## src/conv_pkg.sv

```systemverilog
// constants for the converter control and readout block
`default_nettype none
package conv_pkg;
    localparam int SAMPLE_WIDTH = 14;
    localparam int PIPE_DEPTH = 13;
    localparam int CAL_CYCLES = 272800;
    localparam int RESET_MIN_CYCLES = 2;
    localparam int CAL_MIN_CYCLES = 2;
    localparam int WAKE_UP_CYCLES = 16;
    // register byte offsets
    localparam logic [7:0] CTRL_OFFSET = 8'h00;
    localparam logic [7:0] STATUS_OFFSET = 8'h04;
    localparam logic [7:0] SAMPLE_OFFSET = 8'h08;
    localparam logic [7:0] ANALOG_OFFSET = 8'h0C;
    // control field positions
    localparam int CTRL_RESET_BIT = 0;
    localparam int CTRL_CAL_BIT = 1;
    localparam int CTRL_READ_N_BIT = 2;
    localparam int CTRL_PD_N_BIT = 3;
    localparam logic [3:0] CTRL_RESET_VALUE = 4'hC;
    // status field positions
    localparam int ST_VALID_BIT = 0;
    localparam int ST_CAL_BIT = 1;
    localparam int ST_PD_BIT = 2;
    localparam int ST_RESET_BIT = 3;
    localparam logic [1:0] RESP_OKAY = 2'h0;
    localparam logic [1:0] RESP_DECERR = 2'h3;
endpackage
`default_nettype wire

```

## src/adc_control_and_readout.sv

```systemverilog
// converter control and readout block with an axi4-lite register slave
// Summary of operation
// - conversion clock drives state machine; gaps corrupt
// - calibration lasts 272800 conversion clock cycles
// - data meaningless during reset/cal plus 13
// - output drivers enabled only while read_n low
// - power_down_n low forces standby
// - wake within wake_up_time after power_down_n high
// - pipeline emptied by power-down
// - valid_n low marks valid data
// - fourteen bit two's complement result
// - sample falling edge, out 13 later
// - one result per conversion clock
// - out-of-range inputs saturate to full scale
`timescale 1ns/1ps
`default_nettype none
module adc_control_and_readout #(
    parameter int CAL_LEN = conv_pkg::CAL_CYCLES,
    parameter int WAKE_LEN = conv_pkg::WAKE_UP_CYCLES
) (
    // clock and reset
    input wire logic sys_clk,
    input wire logic reset,
    // conversion clock and analog sample from outside
    input wire logic conv_clk,
    input wire logic signed [15:0] analog_in,
    // pins, also driven from the control register when pin_mode is low
    input wire logic reset_pin,
    input wire logic cal_pin,
    input wire logic read_n,
    input wire logic power_down_n,
    // parallel result pins
    output logic [conv_pkg::SAMPLE_WIDTH-1:0] data_out,
    output logic data_oe,
    output logic valid_n,
    // axi4-lite write address
    input wire logic [7:0] s_axi_awaddr,
    input wire logic s_axi_awvalid,
    output logic s_axi_awready,
    // axi4-lite write data
    input wire logic [31:0] s_axi_wdata,
    input wire logic [3:0] s_axi_wstrb,
    input wire logic s_axi_wvalid,
    output logic s_axi_wready,
    // axi4-lite write response
    output logic [1:0] s_axi_bresp,
    output logic s_axi_bvalid,
    input wire logic s_axi_bready,
    // axi4-lite read
    input wire logic [7:0] s_axi_araddr,
    input wire logic s_axi_arvalid,
    output logic s_axi_arready,
    output logic [31:0] s_axi_rdata,
    output logic [1:0] s_axi_rresp,
    output logic s_axi_rvalid,
    input wire logic s_axi_rready
);
    localparam int W = conv_pkg::SAMPLE_WIDTH;
    localparam logic signed [15:0] POS_FS = 16'sh1FFF;
    localparam logic signed [15:0] NEG_FS = -16'sh2000;

    typedef enum logic [2:0] {
        ST_RESET, ST_IDLE, ST_CAL, ST_RUN, ST_STANDBY, ST_WAKE
    } conv_state_e;

    initial begin
        // the shared cycle counter is 19 bits wide
        if (CAL_LEN < 1 || WAKE_LEN < 1 || CAL_LEN > 524288
            || WAKE_LEN > 524288) $error("bad count parameters");
    end

    // three-stage synchronisers for pins and conversion clock
    logic [2:0] s_clk, s_rst, s_cal, s_rd, s_pd;
    logic clk_q, rst_q, cal_q, rd_q, pd_q;
    always_ff @(posedge sys_clk or posedge reset) begin
        if (reset) begin
            s_clk <= '0;
            s_rst <= '0;
            s_cal <= '0;
            s_rd <= '1;
            s_pd <= '1;
        end else begin
            s_clk <= {s_clk[1:0], conv_clk};
            s_rst <= {s_rst[1:0], reset_pin};
            s_cal <= {s_cal[1:0], cal_pin};
            s_rd <= {s_rd[1:0], read_n};
            s_pd <= {s_pd[1:0], power_down_n};
        end
    end

    // a change counts only once stages two and three agree
    always_ff @(posedge sys_clk or posedge reset) begin
        if (reset) begin
            clk_q <= 1'b0;
            rst_q <= 1'b0;
            cal_q <= 1'b0;
            rd_q <= 1'b1;
            pd_q <= 1'b1;
        end else begin
            if (s_clk[1] == s_clk[2]) clk_q <= s_clk[2];
            if (s_rst[1] == s_rst[2]) rst_q <= s_rst[2];
            if (s_cal[1] == s_cal[2]) cal_q <= s_cal[2];
            if (s_rd[1] == s_rd[2]) rd_q <= s_rd[2];
            if (s_pd[1] == s_pd[2]) pd_q <= s_pd[2];
        end
    end

    // control register: software may override the pins
    logic [3:0] ctrl;
    logic pin_mode;
    logic eff_rst, eff_cal, eff_rd_n, eff_pd_n;
    assign eff_rst = pin_mode ? rst_q : ctrl[conv_pkg::CTRL_RESET_BIT];
    assign eff_cal = pin_mode ? cal_q : ctrl[conv_pkg::CTRL_CAL_BIT];
    assign eff_rd_n = pin_mode ? rd_q : ctrl[conv_pkg::CTRL_READ_N_BIT];
    assign eff_pd_n = pin_mode ? pd_q : ctrl[conv_pkg::CTRL_PD_N_BIT];

    // converter logic steps on conversion clock edges; power-down entry, pipeline flush and valid_n clearing act on any sys_clk cycle
    logic clk_prev, rise, fall;
    always_ff @(posedge sys_clk or posedge reset) begin
        if (reset) clk_prev <= 1'b0;
        else clk_prev <= clk_q;
    end
    assign rise = clk_q & ~clk_prev;
    assign fall = ~clk_q & clk_prev;

    conv_state_e state;
    logic [18:0] count;
    logic [1:0] rst_len, cal_len;
    logic [3:0] quiet;
    logic was_reset;
    logic flush;

    // reset and calibration levels count as seen only after two whole clock cycles
    always_ff @(posedge sys_clk or posedge reset) begin
        if (reset) begin
            rst_len <= '0;
            cal_len <= '0;
        end else if (rise) begin
            rst_len <= eff_rst ? (rst_len == 2'h3 ? rst_len : rst_len + 2'h1)
                               : 2'h0;
            cal_len <= eff_cal ? (cal_len == 2'h3 ? cal_len : cal_len + 2'h1)
                               : 2'h0;
        end
    end

    always_ff @(posedge sys_clk or posedge reset) begin
        if (reset) begin
            state <= ST_RESET;
            count <= '0;
            was_reset <= 1'b0;
        end else if (!eff_pd_n) begin
            state <= ST_STANDBY;
            count <= '0;
            was_reset <= 1'b0;
        end else if (rise) begin
            unique case (state)
                ST_STANDBY: begin
                    state <= ST_WAKE;
                    count <= '0;
                end
                ST_WAKE: begin
                    count <= count + 19'h1;
                    if (count == 19'(WAKE_LEN - 1)) state <= ST_RUN;
                end
                ST_RESET, ST_IDLE, ST_RUN: begin
                    if (rst_len >= 2'(conv_pkg::RESET_MIN_CYCLES - 1)
                        && eff_rst) begin
                        state <= ST_RESET;
                        was_reset <= 1'b1;
                    end else if (eff_rst) begin
                        state <= state;
                    end else if (state == ST_RESET) begin
                        state <= ST_IDLE;
                    end else if (was_reset && eff_cal && cal_len >=
                                 2'(conv_pkg::CAL_MIN_CYCLES - 1)) begin
                        state <= ST_CAL;
                        count <= '0;
                        was_reset <= 1'b0;
                    end else begin
                        state <= ST_RUN;
                    end
                end
                ST_CAL: begin
                    if (!eff_cal) count <= count + 19'h1;
                    if (!eff_cal && count == 19'(CAL_LEN - 1))
                        state <= ST_RUN;
                end
                default: begin
                    state <= ST_RESET;
                end
            endcase
        end
    end

    // quiet period after reset or calibration release
    always_ff @(posedge sys_clk or posedge reset) begin
        if (reset) begin
            quiet <= 4'(conv_pkg::PIPE_DEPTH);
        end else if (eff_rst || eff_cal || state == ST_CAL
                     || state == ST_STANDBY) begin
            quiet <= 4'(conv_pkg::PIPE_DEPTH);
        end else if (rise && quiet != 4'h0) begin
            quiet <= quiet - 4'h1;
        end
    end
    assign flush = eff_rst || state == ST_STANDBY;

    // saturating quantiser
    logic [W-1:0] code;
    always_comb begin
        if (analog_in > POS_FS) code = POS_FS[W-1:0];
        else if (analog_in < NEG_FS) code = NEG_FS[W-1:0];
        else code = analog_in[W-1:0];
    end

    logic [W-1:0] result;
    logic result_ok;
    conv_pipe #(.WIDTH(W), .DEPTH(conv_pkg::PIPE_DEPTH)) pipe (
        .sys_clk(sys_clk),
        .reset(reset),
        .flush(flush),
        .sample_now(fall),
        .sample_in(code),
        .result(result),
        .result_ok(result_ok)
    );

    // output on rising edge so the host can latch the next one
    logic good;
    assign good = result_ok && quiet == 4'h0 && state == ST_RUN;
    always_ff @(posedge sys_clk or posedge reset) begin
        if (reset) begin
            data_out <= '0;
            valid_n <= 1'b1;
        end else begin
            if (rise) data_out <= result;
            if (rise) valid_n <= ~good;
            if (eff_rst) valid_n <= 1'b1;
        end
    end
    assign data_oe = ~eff_rd_n;

    // axi4-lite slave; one write and one read outstanding at a time
    logic aw_held, w_held;
    logic [7:0] aw_addr;
    logic [31:0] w_data;
    logic [3:0] w_strb;
    assign s_axi_awready = ~aw_held & ~s_axi_bvalid;
    assign s_axi_wready = ~w_held & ~s_axi_bvalid;
    always_ff @(posedge sys_clk or posedge reset) begin
        if (reset) begin
            aw_held <= 1'b0;
            w_held <= 1'b0;
            aw_addr <= '0;
            w_data <= '0;
            w_strb <= '0;
            s_axi_bvalid <= 1'b0;
            s_axi_bresp <= conv_pkg::RESP_OKAY;
            ctrl <= conv_pkg::CTRL_RESET_VALUE;
            pin_mode <= 1'b1;
        end else begin
            if (s_axi_awvalid && s_axi_awready) begin
                aw_held <= 1'b1;
                aw_addr <= s_axi_awaddr;
            end
            if (s_axi_wvalid && s_axi_wready) begin
                w_held <= 1'b1;
                w_data <= s_axi_wdata;
                w_strb <= s_axi_wstrb;
            end
            if (aw_held && w_held) begin
                aw_held <= 1'b0;
                w_held <= 1'b0;
                s_axi_bvalid <= 1'b1;
                if (aw_addr == conv_pkg::CTRL_OFFSET) begin
                    s_axi_bresp <= conv_pkg::RESP_OKAY;
                    if (w_strb[0]) begin
                        ctrl <= w_data[3:0];
                        pin_mode <= w_data[4];
                    end
                end else if (aw_addr == conv_pkg::STATUS_OFFSET
                             || aw_addr == conv_pkg::SAMPLE_OFFSET) begin
                    s_axi_bresp <= conv_pkg::RESP_OKAY;
                end else begin
                    s_axi_bresp <= conv_pkg::RESP_DECERR;
                end
            end else if (s_axi_bvalid && s_axi_bready) begin
                s_axi_bvalid <= 1'b0;
            end
        end
    end

    assign s_axi_arready = ~s_axi_rvalid;
    always_ff @(posedge sys_clk or posedge reset) begin
        if (reset) begin
            s_axi_rvalid <= 1'b0;
            s_axi_rdata <= '0;
            s_axi_rresp <= conv_pkg::RESP_OKAY;
        end else if (s_axi_arvalid && s_axi_arready) begin
            s_axi_rvalid <= 1'b1;
            s_axi_rresp <= conv_pkg::RESP_OKAY;
            unique case (s_axi_araddr)
                conv_pkg::CTRL_OFFSET:
                    s_axi_rdata <= {27'h0, pin_mode, ctrl};
                conv_pkg::STATUS_OFFSET:
                    s_axi_rdata <= {28'h0, state == ST_RESET,
                                    state == ST_STANDBY, state == ST_CAL,
                                    ~valid_n};
                conv_pkg::SAMPLE_OFFSET:
                    s_axi_rdata <= {{(32-W){data_out[W-1]}}, data_out};
                default: begin
                    s_axi_rdata <= '0;
                    s_axi_rresp <= conv_pkg::RESP_DECERR;
                end
            endcase
        end else if (s_axi_rvalid && s_axi_rready) begin
            s_axi_rvalid <= 1'b0;
        end
    end
endmodule // adc_control_and_readout
`default_nettype wire

```

## src/conv_pipe.sv

```systemverilog
// result pipeline of the converter with a validity mark per stage
`timescale 1ns/1ps
`default_nettype none
module conv_pipe #(
    parameter int WIDTH = 14,
    parameter int DEPTH = 13
) (
    // clock and reset
    input wire logic sys_clk,
    input wire logic reset,
    // control
    input wire logic flush,
    input wire logic sample_now,
    // data
    input wire logic [WIDTH-1:0] sample_in,
    output logic [WIDTH-1:0] result,
    output logic result_ok
);
    logic [WIDTH-1:0] word [DEPTH];
    logic [DEPTH-1:0] ok;

    initial begin
        if (DEPTH < 2 || WIDTH < 2) $error("conv_pipe: bad size");
    end

    always_ff @(posedge sys_clk or posedge reset) begin
        if (reset) begin
            ok <= '0;
        end else if (flush) begin
            ok <= '0;
        end else if (sample_now) begin
            ok <= {ok[DEPTH-2:0], 1'b1};
        end
    end

    always_ff @(posedge sys_clk) begin
        if (sample_now) begin
            word[0] <= sample_in;
            for (int i = 1; i < DEPTH; i++) begin
                word[i] <= word[i-1];
            end
        end
    end

    assign result = word[DEPTH-1];
    assign result_ok = ok[DEPTH-1];
endmodule // conv_pipe
`default_nettype wire

```

## config.mk

```make
export PLATFORM = sky130hd
export DESIGN_NAME = adc_control_and_readout
export DESIGN_NICKNAME = d
export VERILOG_FILES = /design/src/conv_pkg.sv /design/src/adc_control_and_readout.sv /design/src/conv_pipe.sv
export SDC_FILE = /design/constraint.sdc
export NUM_CORES = 1
export LEC_CHECK = 0
export BUFFER_PORTS_ARGS = -buffer_cell sky130_fd_sc_hd__clkbuf_2
export CORE_MARGIN = 5
export CORE_UTILIZATION = 60
export CTS_BUF_LIST = sky130_fd_sc_hd__clkbuf_8
export CTS_CLUSTER_SIZE = 10
export DETAILED_ROUTE_END_ITERATION = 10
export PLACE_DENSITY = 0.93
export SYNTH_ARGS = -nofsm -noshare
export SYNTH_HDL_FRONTEND = slang
export SYNTH_SLANG_ARGS = --single-unit
```

## constraint.sdc

```tcl
create_clock -name sys_clk -period 8.73 [get_ports sys_clk]
set_input_delay 0 -clock sys_clk [delete_from_list [all_inputs] [get_ports sys_clk]]
set_output_delay 0 -clock sys_clk [all_outputs]
set_load 0.02 [all_outputs]
```

# Word level (Yosys, flattened, before mapping)
# Memory sizes are Yosys's and may differ from the RTL's. A register that Yosys moved wholly into a read port is not among the register bits.
# Index checks and enable logic that the tools add are counted.
dict set report classes {
  n_mux 54
  bitwise_logic 13
  order_cmp 4
  n_reduce_logical 39
  addsub 4
  eq_ne 34
}
# cell count
set op_table {}
lappend op_table {{19-bit two-way mux} 7}
lappend op_table {{32-bit case mux with 3 select lines} 1}
lappend op_table {{19-bit case mux with 4 select lines} 1}
lappend op_table {{14-bit two-way mux} 2}
lappend op_table {{13-bit two-way mux} 2}
lappend op_table {{1-bit two-way mux} 24}
lappend op_table {{3-bit != test, second input constant} 8}
lappend op_table {{19-bit by 1-bit adder with 19-bit output, second input constant} 1}
lappend op_table {{19-bit equality test, second input constant} 1}
lappend op_table {{19-bit by 4-bit equality test with 1-bit output, second input constant} 1}
lappend op_table {{3-bit two-way mux} 6}
lappend op_table {{8-bit by 3-bit equality test with 1-bit output, second input constant} 2}
lappend op_table {{8-bit by 4-bit equality test with 1-bit output, second input constant} 2}
lappend op_table {{16-bit by 14-bit greater-than comparator with 1-bit output, second input constant} 1}
lappend op_table {{8-bit zero test} 2}
lappend op_table {{16-bit by 14-bit < comparator with 1-bit output, second input constant} 1}
lappend op_table {{2-bit two-way mux} 8}
lappend op_table {{2-bit nonzero test} 7}
lappend op_table {{1-bit logical AND} 13}
lappend op_table {{3-bit case mux with 4 select lines} 1}
lappend op_table {{1-bit NOT} 9}
lappend op_table {{4-bit two-way mux} 2}
lappend op_table {{7-bit AND reduction} 1}
lappend op_table {{3-bit by 2-bit equality test with 1-bit output, second input constant} 2}
lappend op_table {{other kinds (24)} 43}
dict set report word_totals {
  output_inout_bits 57
  register_bits 125
  mem_bits_rw 182
  wordCells 180
  mem_count 1
  in_bits 80
}
# memory depth word_bits rd rd_clocked_by_memory_dff wr line
set memory_table {}
lappend memory_table {pipe.word 13 14 13 1 13 conv_pipe.sv:19} ;# logic [WIDTH-1:0] word [DEPTH];

# Logic depth before layout (Yosys ltp)
# Gate-level depths: netlist (run 1).
dict set report depth {
  depth_word 10
  mapped_depth 9
  mapped_depth_nobuf 7
}

# By module
# Synthesis (run 1) repeated with hierarchy kept, for this count alone.
dict set report hier_totals {
  hier_cells 770
  hier_area_um2 11295.8
}
# module instances cells_each seq_area_each_um2 area_per_inst_um2
set modules_own_cells {}
lappend modules_own_cells {conv_pipe 1 239 5790.6 6108.4}
lappend modules_own_cells {adc_control_and_readout 1 531 2671.3 5187.5}

# Worst setup path before layout (run 1)
# OpenSTA, ideal clock, no wires.
dict set report synth_timing {
  path_type {register to register}
  from {register clk_q}
  to {memory pipe.word[0][0], enable pin}
  required_time_ns 8.113
  arrival_time_ns 5.808
  n_path_buf 1
  slack_ns 2.305
  setup_ns 0.617
  stages_incl_launch_ff 4
  period_less_slack_ns 6.425
  path_cell_list {dfrtp_1 > nand2b_1 > inv_1 > clkbuf_1}
}
# element line
set synth_lines {}
lappend synth_lines {{from (decl)} adc_control_and_readout.sv:74} ;# logic clk_q, rst_q, cal_q, rd_q, pd_q;
lappend synth_lines {{from (signal assigned)} adc_control_and_readout.sv:100} ;# if (s_clk[1] == s_clk[2]) clk_q <= s_clk[2];
lappend synth_lines {{to (decl)} conv_pipe.sv:19}

# Worst setup path in the final report (run 1)
dict set report layout_timing {
  from {register pin_mode}
  to {register count[13]}
}
dict set report layout_between {
  elab_chain_cells 5
  elab_cells_between_ends 15
  classes_between {eq/ne: 7; mux: 4; reduce/logical: 4}
}
# element line
set layout_lines {}
lappend layout_lines {{from (decl)} adc_control_and_readout.sv:110} ;# logic pin_mode;
lappend layout_lines {{from (signal assigned)} adc_control_and_readout.sv:279} ;# pin_mode <= w_data[4];
lappend layout_lines {{1-bit two-way mux} adc_control_and_readout.sv:113} ;# assign eff_cal = pin_mode ? cal_q : ctrl[conv_pkg::CTRL_CAL_BIT];
lappend layout_lines {{1-bit logical AND (2 in a row)} adc_control_and_readout.sv:174} ;# end else if (was_reset && eff_cal && cal_len >=
lappend layout_lines {{3-bit != test (no source line)} --}
lappend layout_lines {{7-bit AND reduction (no source line)} --}
lappend layout_lines {{to (signal assigned)} adc_control_and_readout.sv:162} ;# count <= count + 19'h1;
lappend layout_lines {{to (signal assigned)} adc_control_and_readout.sv:184} ;# if (!eff_cal) count <= count + 19'h1;
lappend layout_lines {{to (decl)} adc_control_and_readout.sv:127} ;# logic [18:0] count;
# Several ways; a longest one is shown, not always the timed one.
# A chain may end at the register's enable or synchronous reset.

==> results by group, run 1 <==
Clock network
  – Cts repair resizes: 0
  – Clock insertion delay at the later pin of the skew report: 0.57 ns
  – CTS tree: done
  – Setup Buffers After CTS: 0
  – CTS Root Cell: clkbuf_8
  – Hold buffer count at cts: 54
  – Clock slew at reported path FFs: 0.09 ns
  – Clock Sink Count: 301
  – Num CTS Buffers: 45
  – H-Tree Level Count: 2
  – CTS max path bufs: 3

Setup path
  – Reg2reg setup slack: 5.61 ns
  – CP Capture Type: flip-flop
  – CP Data Required Time: 9.11 ns
  – CP Launch Type: flip-flop
  – R2r endpoint: count[13]
  – Slowest CP cell: a211oi_4
  – Crit path DAT: 3.51 ns
  – Family with the most delay on the worst path: compound AO/OA/AOI/OAI gates
  – Reg-to-reg startpoint: pin_mode
  – Crit Path Category: reg -> reg
  – Maximum fanout along the worst path: 19
  – Bufs and invs on worst path: 0
  – Critical path depth: 5
  – Cell breakdown of the critical path: mux2i_4 > o2111ai_1 > a211oi_4 > a21o_1 > o221ai_1
  – Worst Reg-to-Reg Cells: 5
  – CP peak stage delay: 0.74 ns

Worst hold path
  – Hold path cells: 3
  – Hold WC Path Type: in -> reg
  – HP Start: s_axi_awvalid
  – Worst Hold End: aw_held

Timing
  – Final Max Slew Viols: 0
  – Highest clock rate: 0.320 GHz
  – Relative slew margins: 24.7%
  – RSZ-0062 raised after global routing: no
  – Hold Fails Final Rpt: 0
  – Count of final setup violators: 0
  – Period utilization: 35.8%
  – Period minus WS final: 3.12 ns
  – Clk_skew: 0.0443 ns
  – Slew at the pin closest to its max-slew limit: 1.13 ns
  – Setup TNS: 0 ns

Drt
  – Via/cell ratio: 5.75
  – 1st-iter DRT viols: 689
  – WL final: 22600 um
  – WL per Instance: 18.7 um
  – Pre-antenna DRT Iters: 6
  – Residual DRC count: 0
  – Antenna Violating Nets Remaining: 0
  – Detailed-route via count: 6938

Floorplan
  – CORE AREA: 18600 um^2
  – Die Y: 147 um
  – Die Wd: 147 um
  – Die area: 21500 um^2
  – Num rows: 50
  – Initial Utilization: 60.4%
  – # IOs: 137

Place
  – GPL Wtd Cong: 0.846
  – IO buf count: 106
  – Final HPWL from detailed placement: 11900 um

GRT
  – Total congestion overflow: 0
  – GRT Util Overall: 21.0%
  – Largest net degree at the start of global routing: 122
  – First-pass GRT wire length: 36500 um
  – Initial antenna violation count: 0
  – Vias in the first global route: 7083

Synth
  – Main flop type after synthesis: edfxtp_1
  – Asr flop ratio synth: 39.5%
  – Sequential share of the synthesized area: 75.4%
  – Cell count after synthesis: 778
  – Area contributors post-synth: edfxtp_1 49%, dfrtp_1 23%, nand2_1 3.6%
  – Cell taking the most area after synthesis: edfxtp_1
  – Post-Syn Area: 11200 um^2
  – Synth warnings: 0
  – Mapped Nets: 865
  – Post-synth cell types: 58
  – Mean Syn Cell Area: 14.4 um^2
  – Post-synth EDFFs: 182
  – Flops & latches, synth: 301
  – Synth top area share: 48.7%

Cells and area
  – Most frequent cells in the layout: 182 x edfxtp_1, 108 x nand2_1, 106 x clkbuf_2, 104 x dfrtp_1, 60 x nor2_1
  – FILL cells: 1018
  – # diodes: 0
  – Area Overhead vs Synth: 17.2%
  – Layout cell share with drive strength beyond 1: 21.9%
  – Commonest non-fill, non-tap cell in the layout: edfxtp_1
  – Nets: 1025

Outcome
  – Status: complete, no violations

Power and ir drop
  – Pleak: 5.33 nW
  – VDD IR-drop max: 160 uV
  – PwrDens: 245 nW/um^2
  – Power, Total: 0.00322 W

Job
  – Maxcap violations: 0
[logic make-up after synthesis]
| group | after synthesis | share of synthesized area (%) |
|---|---|---|
| AOI/OAI and AO/OA | 108 | 6.62 |
| xor gates and xnor gates | 2 | 0.156 |
| adders and majority gates | 12 | 1.23 |
| buffers and inverters | 79 | 3.51 |
| DFF | 301 | 75.4 |
| muxes | 34 | 3.40 |
| and+or+nand+nor | 242 | 9.71 |
[cell type report]
type	count	area [um^2]	share of cell area (%)
tap	234	293	2.22
clock buffer	50	688	5.23
sequential	301	8460	64.3
timing repair buffer	164	1100	8.37
clock inverter	32	131	0.998
multi-input combinational	398	2370	18.0
inverter	28	113	0.856
[Yosys cell counts, types with 3 or more instances]
| master | count |
|---|---|
| edfxtp_1 | 182 |
| nand2_1 | 108 |
| dfrtp_1 | 104 |
| nor2_1 | 60 |
| a21oi_1 | 30 |
| inv_1 | 28 |
| clkbuf_1 | 23 |
| mux2_2 | 23 |
| buf_4 | 21 |
| nand3_1 | 17 |
| a22o_1 | 15 |
| a31oi_1 | 15 |
| dfstp_2 | 15 |
| o21ai_0 | 14 |
| mux2i_1 | 10 |
| o211ai_1 | 9 |
| nand4_1 | 8 |
| nor3_1 | 8 |
| ha_1 | 7 |
| nor4_1 | 7 |
| and3_1 | 6 |
| maj3_1 | 5 |
| nand2b_1 | 5 |
| nor2b_1 | 5 |
| and2_1 | 4 |
| a41oi_1 | 3 |
| nand3b_1 | 3 |
| o22ai_1 | 3 |
| or4_1 | 3 |
[per-stage QoR]
stage / utilization (%) / instance area (um^2) / hold WS, ns / cells / setup WS, ns
6_report: 70.8 / 13200 / 0.0546 / 1207 / 5.61
2_1_floorplan: - / 11200 / 0.00448 / 778 / 2.31
3_5_place_dp: 63.5 / 11800 / -0.00545 / 1071 / 5.71
3_3_place_gp: 63.5 / 11800 / -0.0169 / 1071 / 5.78
4_1_cts: 70.8 / 13200 / 0.00340 / 1207 / 5.69
5_1_grt: 70.8 / 13200 / 0.0514 / 1207 / 5.51
[worst max path at each step]
stage	startpoint	end
after floorplan	clk_q	pipe.word[0][0]
after global placement	pin_mode	count[1]
after detailed placement	pin_mode	count[18]
after CTS	pin_mode	count[13]
after global routing	pin_mode	count[13]
final	pin_mode	count[13]
[power breakdown]
part | switching, W | internal [W]
clock network | 0.000524 | 0.000526
registers | 0.0000957 | 0.00168
logic | 0.000251 | 0.000142
total | 0.000871 | 0.00235
[tightest hold or removal path: stages]
cell	delay, ns
clkbuf_2	0.08
and2_1	0.26
o21bai_1	0.22
[routing by layer]
metal	vias to the layer above	wire [um]	track usage (%)
met1	3352	8490	24.8
met2	376	11400	36.5
met5	-	0	0
met3	88	1690	5.12
li1	3122	-	-
met4	0	988	10.0
[state kept, by name, indices dropped and copies added (netlist names), 2 cells and up]
| name | cells |
|---|---|
| pipe.word | 182 |
| count | 19 |
| data_out | 14 |
| s_axi_rdata | 14 |
| pipe.ok | 13 |
| aw_addr | 8 |
| w_data | 5 |
| ctrl | 4 |
| quiet | 4 |
| s_cal | 3 |
| s_clk | 3 |
| s_pd | 3 |
| s_rd | 3 |
| s_rst | 3 |
| state | 3 |
| cal_len | 2 |
| rst_len | 2 |
(Power assumes the default switching activity.)
==> run 2, diff against run 1 <==
- clock period: 8.73 -> 3 ns (I/O delays scaled with it)
==> results by group, run 2 (same netlist as run 1, synthesis figures left out) <==
Power and ir drop
  – Pleak: 5.39 nW (was 5.33 nW)
  – VDD IR-drop max: 383 uV (was 160 uV)
  – PwrDens: 717 nW/um^2 (was 245 nW/um^2)

Drt
  – Residual DRC count: 0 (unchanged)
  – Detailed-route via count: 7226 (was 6938)
  – WL final: 24300 um (was 22600 um)
  – Via/cell ratio: 5.93 (was 5.75)
  – Antenna Violating Nets Remaining: 0 (unchanged)
  – Pre-antenna DRT Iters: 6 (unchanged)
  – 1st-iter DRT viols: 657 (was 689)
  – WL per Instance: 19.9 um (was 18.7 um)

GRT
  – Initial antenna violation count: 0 (unchanged)
  – Largest net degree at the start of global routing: 80 (was 122)
  – First-pass GRT wire length: 38800 um (was 36500 um)
  – Vias in the first global route: 7485 (was 7083)
  – Total congestion overflow: 0 (unchanged)
  – GRT Util Overall: 22.7% (was 21.0%)

Clock network
  – CTS Root Cell: clkbuf_8 (unchanged)
  – Clock Sink Count: 301 (unchanged)
  – Clock insertion delay at the later pin of the skew report: 0.56 ns (was 0.57 ns)
  – Num CTS Buffers: 46 (was 45)
  – CTS max path bufs: 3 (unchanged)
  – Cts repair resizes: 0 (unchanged)
  – CTS tree: done (unchanged)
  – Clock slew at reported path FFs: 0.07 ns (was 0.09 ns)
  – Hold buffer count at cts: 58 (was 54)
  – H-Tree Level Count: 2 (unchanged)
  – Setup Buffers After CTS: 0 (unchanged)

Timing
  – Count of final setup violators: 0 (unchanged)
  – Hold slack final: 0.106 ns (was 0.0546 ns)
  – Relative slew margins: 29.9% (was 24.7%)
  – Final Max Slew Viols: 0 (unchanged)
  – Highest clock rate: 0.373 GHz (was 0.320 GHz)
  – Hold Fails Final Rpt: 0 (unchanged)
  – RSZ-0062 raised after global routing: no (unchanged)
  – Setup TNS: 0 ns (unchanged)
  – Clk_skew: 0.0162 ns (was 0.0443 ns)
  – Slew at the pin closest to its max-slew limit: 1.04 ns (was 1.13 ns)
  – Period utilization: 89.4% (was 35.8%)
  – Period minus WS final: 2.68 ns (was 3.12 ns)

Setup path
  – CP peak stage delay: 0.70 ns (was 0.74 ns)
  – Bufs and invs on worst path: 0 (unchanged)
  – Slowest CP cell: dfstp_2 (was a211oi_4)
  – CP Data Required Time: 3.38 ns (was 9.11 ns)
  – Worst Reg-to-Reg Cells: 5 (unchanged)
  – Maximum fanout along the worst path: 19 (unchanged)
  – Crit Path Category: reg -> reg (unchanged)
  – Crit path DAT: 3.06 ns (was 3.51 ns)
  – Family with the most delay on the worst path: compound AO/OA/AOI/OAI gates (unchanged)
  – Critical path depth: 5 (unchanged)
  – CP Capture Type: flip-flop (unchanged)
  – CP Launch Type: flip-flop (unchanged)
  – Cell breakdown of the critical path: mux2i_4 > o2111ai_1 > a211oi_4 > a21o_1 > a31oi_1 (was mux2i_4 > o2111ai_1 > a211oi_4 > a21o_1 > o221ai_1)

Cells and area
  – Nets: 1035 (was 1025)
  – Final core occ: 71.7% (was 70.8%)
  – Non-Filler Instances: 1219 (was 1207)
  – Area Overhead vs Synth: 18.7% (was 17.2%)
  – Largest registers: pipe.word: 182 flops, count: 19 flops (unchanged)
  – Biggest register: pipe.word (unchanged)
  – Max reg flops: 182 (unchanged)
  – # diodes: 0 (unchanged)
  – Most frequent cells in the layout: 182 x edfxtp_1, 108 x nand2_1, 106 x clkbuf_2, 104 x dfrtp_1, 60 x nor2_1 (unchanged)
  – Commonest non-fill, non-tap cell in the layout: edfxtp_1 (unchanged)
  – Final Instance Area: 13300 um^2 (was 13200 um^2)
  – Layout cell share with drive strength beyond 1: 22.5% (was 21.9%)

Floorplan
  – Die Wd: 147 um (unchanged)
  – # IOs: 137 (unchanged)
  – Num rows: 50 (unchanged)
  – CORE AREA: 18600 um^2 (unchanged)
  – Die Y: 147 um (unchanged)
  – Initial Utilization: 60.4% (unchanged)
  – Die area: 21500 um^2 (unchanged)

Place
  – IO buf count: 106 (unchanged)
  – Placed Instance Area: 11900 um^2 (was 11800 um^2)
  – Placed Instances: 1076 (was 1071)
  – GPL Wtd Cong: 0.898 (was 0.846)
  – Final HPWL from detailed placement: 12200 um (was 11900 um)

Outcome
  – Status: complete, no violations (unchanged)

Job
  – Maxcap violations: 0 (unchanged)

Worst hold path
  – Hold WC Path Type: in -> reg (unchanged)
  – Hold path cells: 2 (was 3)
-- run 2: worst paths after layout --
path | from | end | slack, ns
max | pin_mode | count[17] | 0.32
max in group asynchronous | reset | data_out[12] | 2.43
max reg2reg | pin_mode | count[17] | 0.32
min reg2reg | s_clk[0] | s_clk[1] | 0.34
min in group asynchronous | reset | s_cal[2] | 0.15
min | conv_clk | s_clk[0] | 0.11
-- run 2: power breakdown --
group          switching [W]  internal (W)
clock                0.00155       0.00162
combinational       0.000754      0.000434
sequential          0.000300       0.00490
-- run 2: routing by layer --
| metal | global-route usage, % | wire length [um] | vias to the layer above |
|---|---|---|---|
| met2 | 39.7 | 12600 | 450 |
| met5 | 0 | 0 | - |
| li1 | - | - | 3140 |
| met4 | 12.0 | 1230 | 0 |
| met3 | 5.31 | 1980 | 121 |
| met1 | 26.1 | 8530 | 3515 |
-- run 2: layout make-up --
class	count	area (um^2)
Clock buffer	53	729
Inverter	28	114
Timing Repair Buffer	173	1220
Clock inverter	32	138
Sequential cell	301	8460
Fill cell	1019	5260
Tap cell	234	293
Multi-Input combinational cell	398	2370
-- run 2: per-stage QoR --
step           total power [W]  setup WS, ns
6_report               0.00956         0.319
3_3_place_gp           0.00616         0.580
5_1_grt                0.00993         0.167
2_1_floorplan          0.00591         0.481
3_5_place_dp           0.00627         0.413
4_1_cts                0.00950         0.357
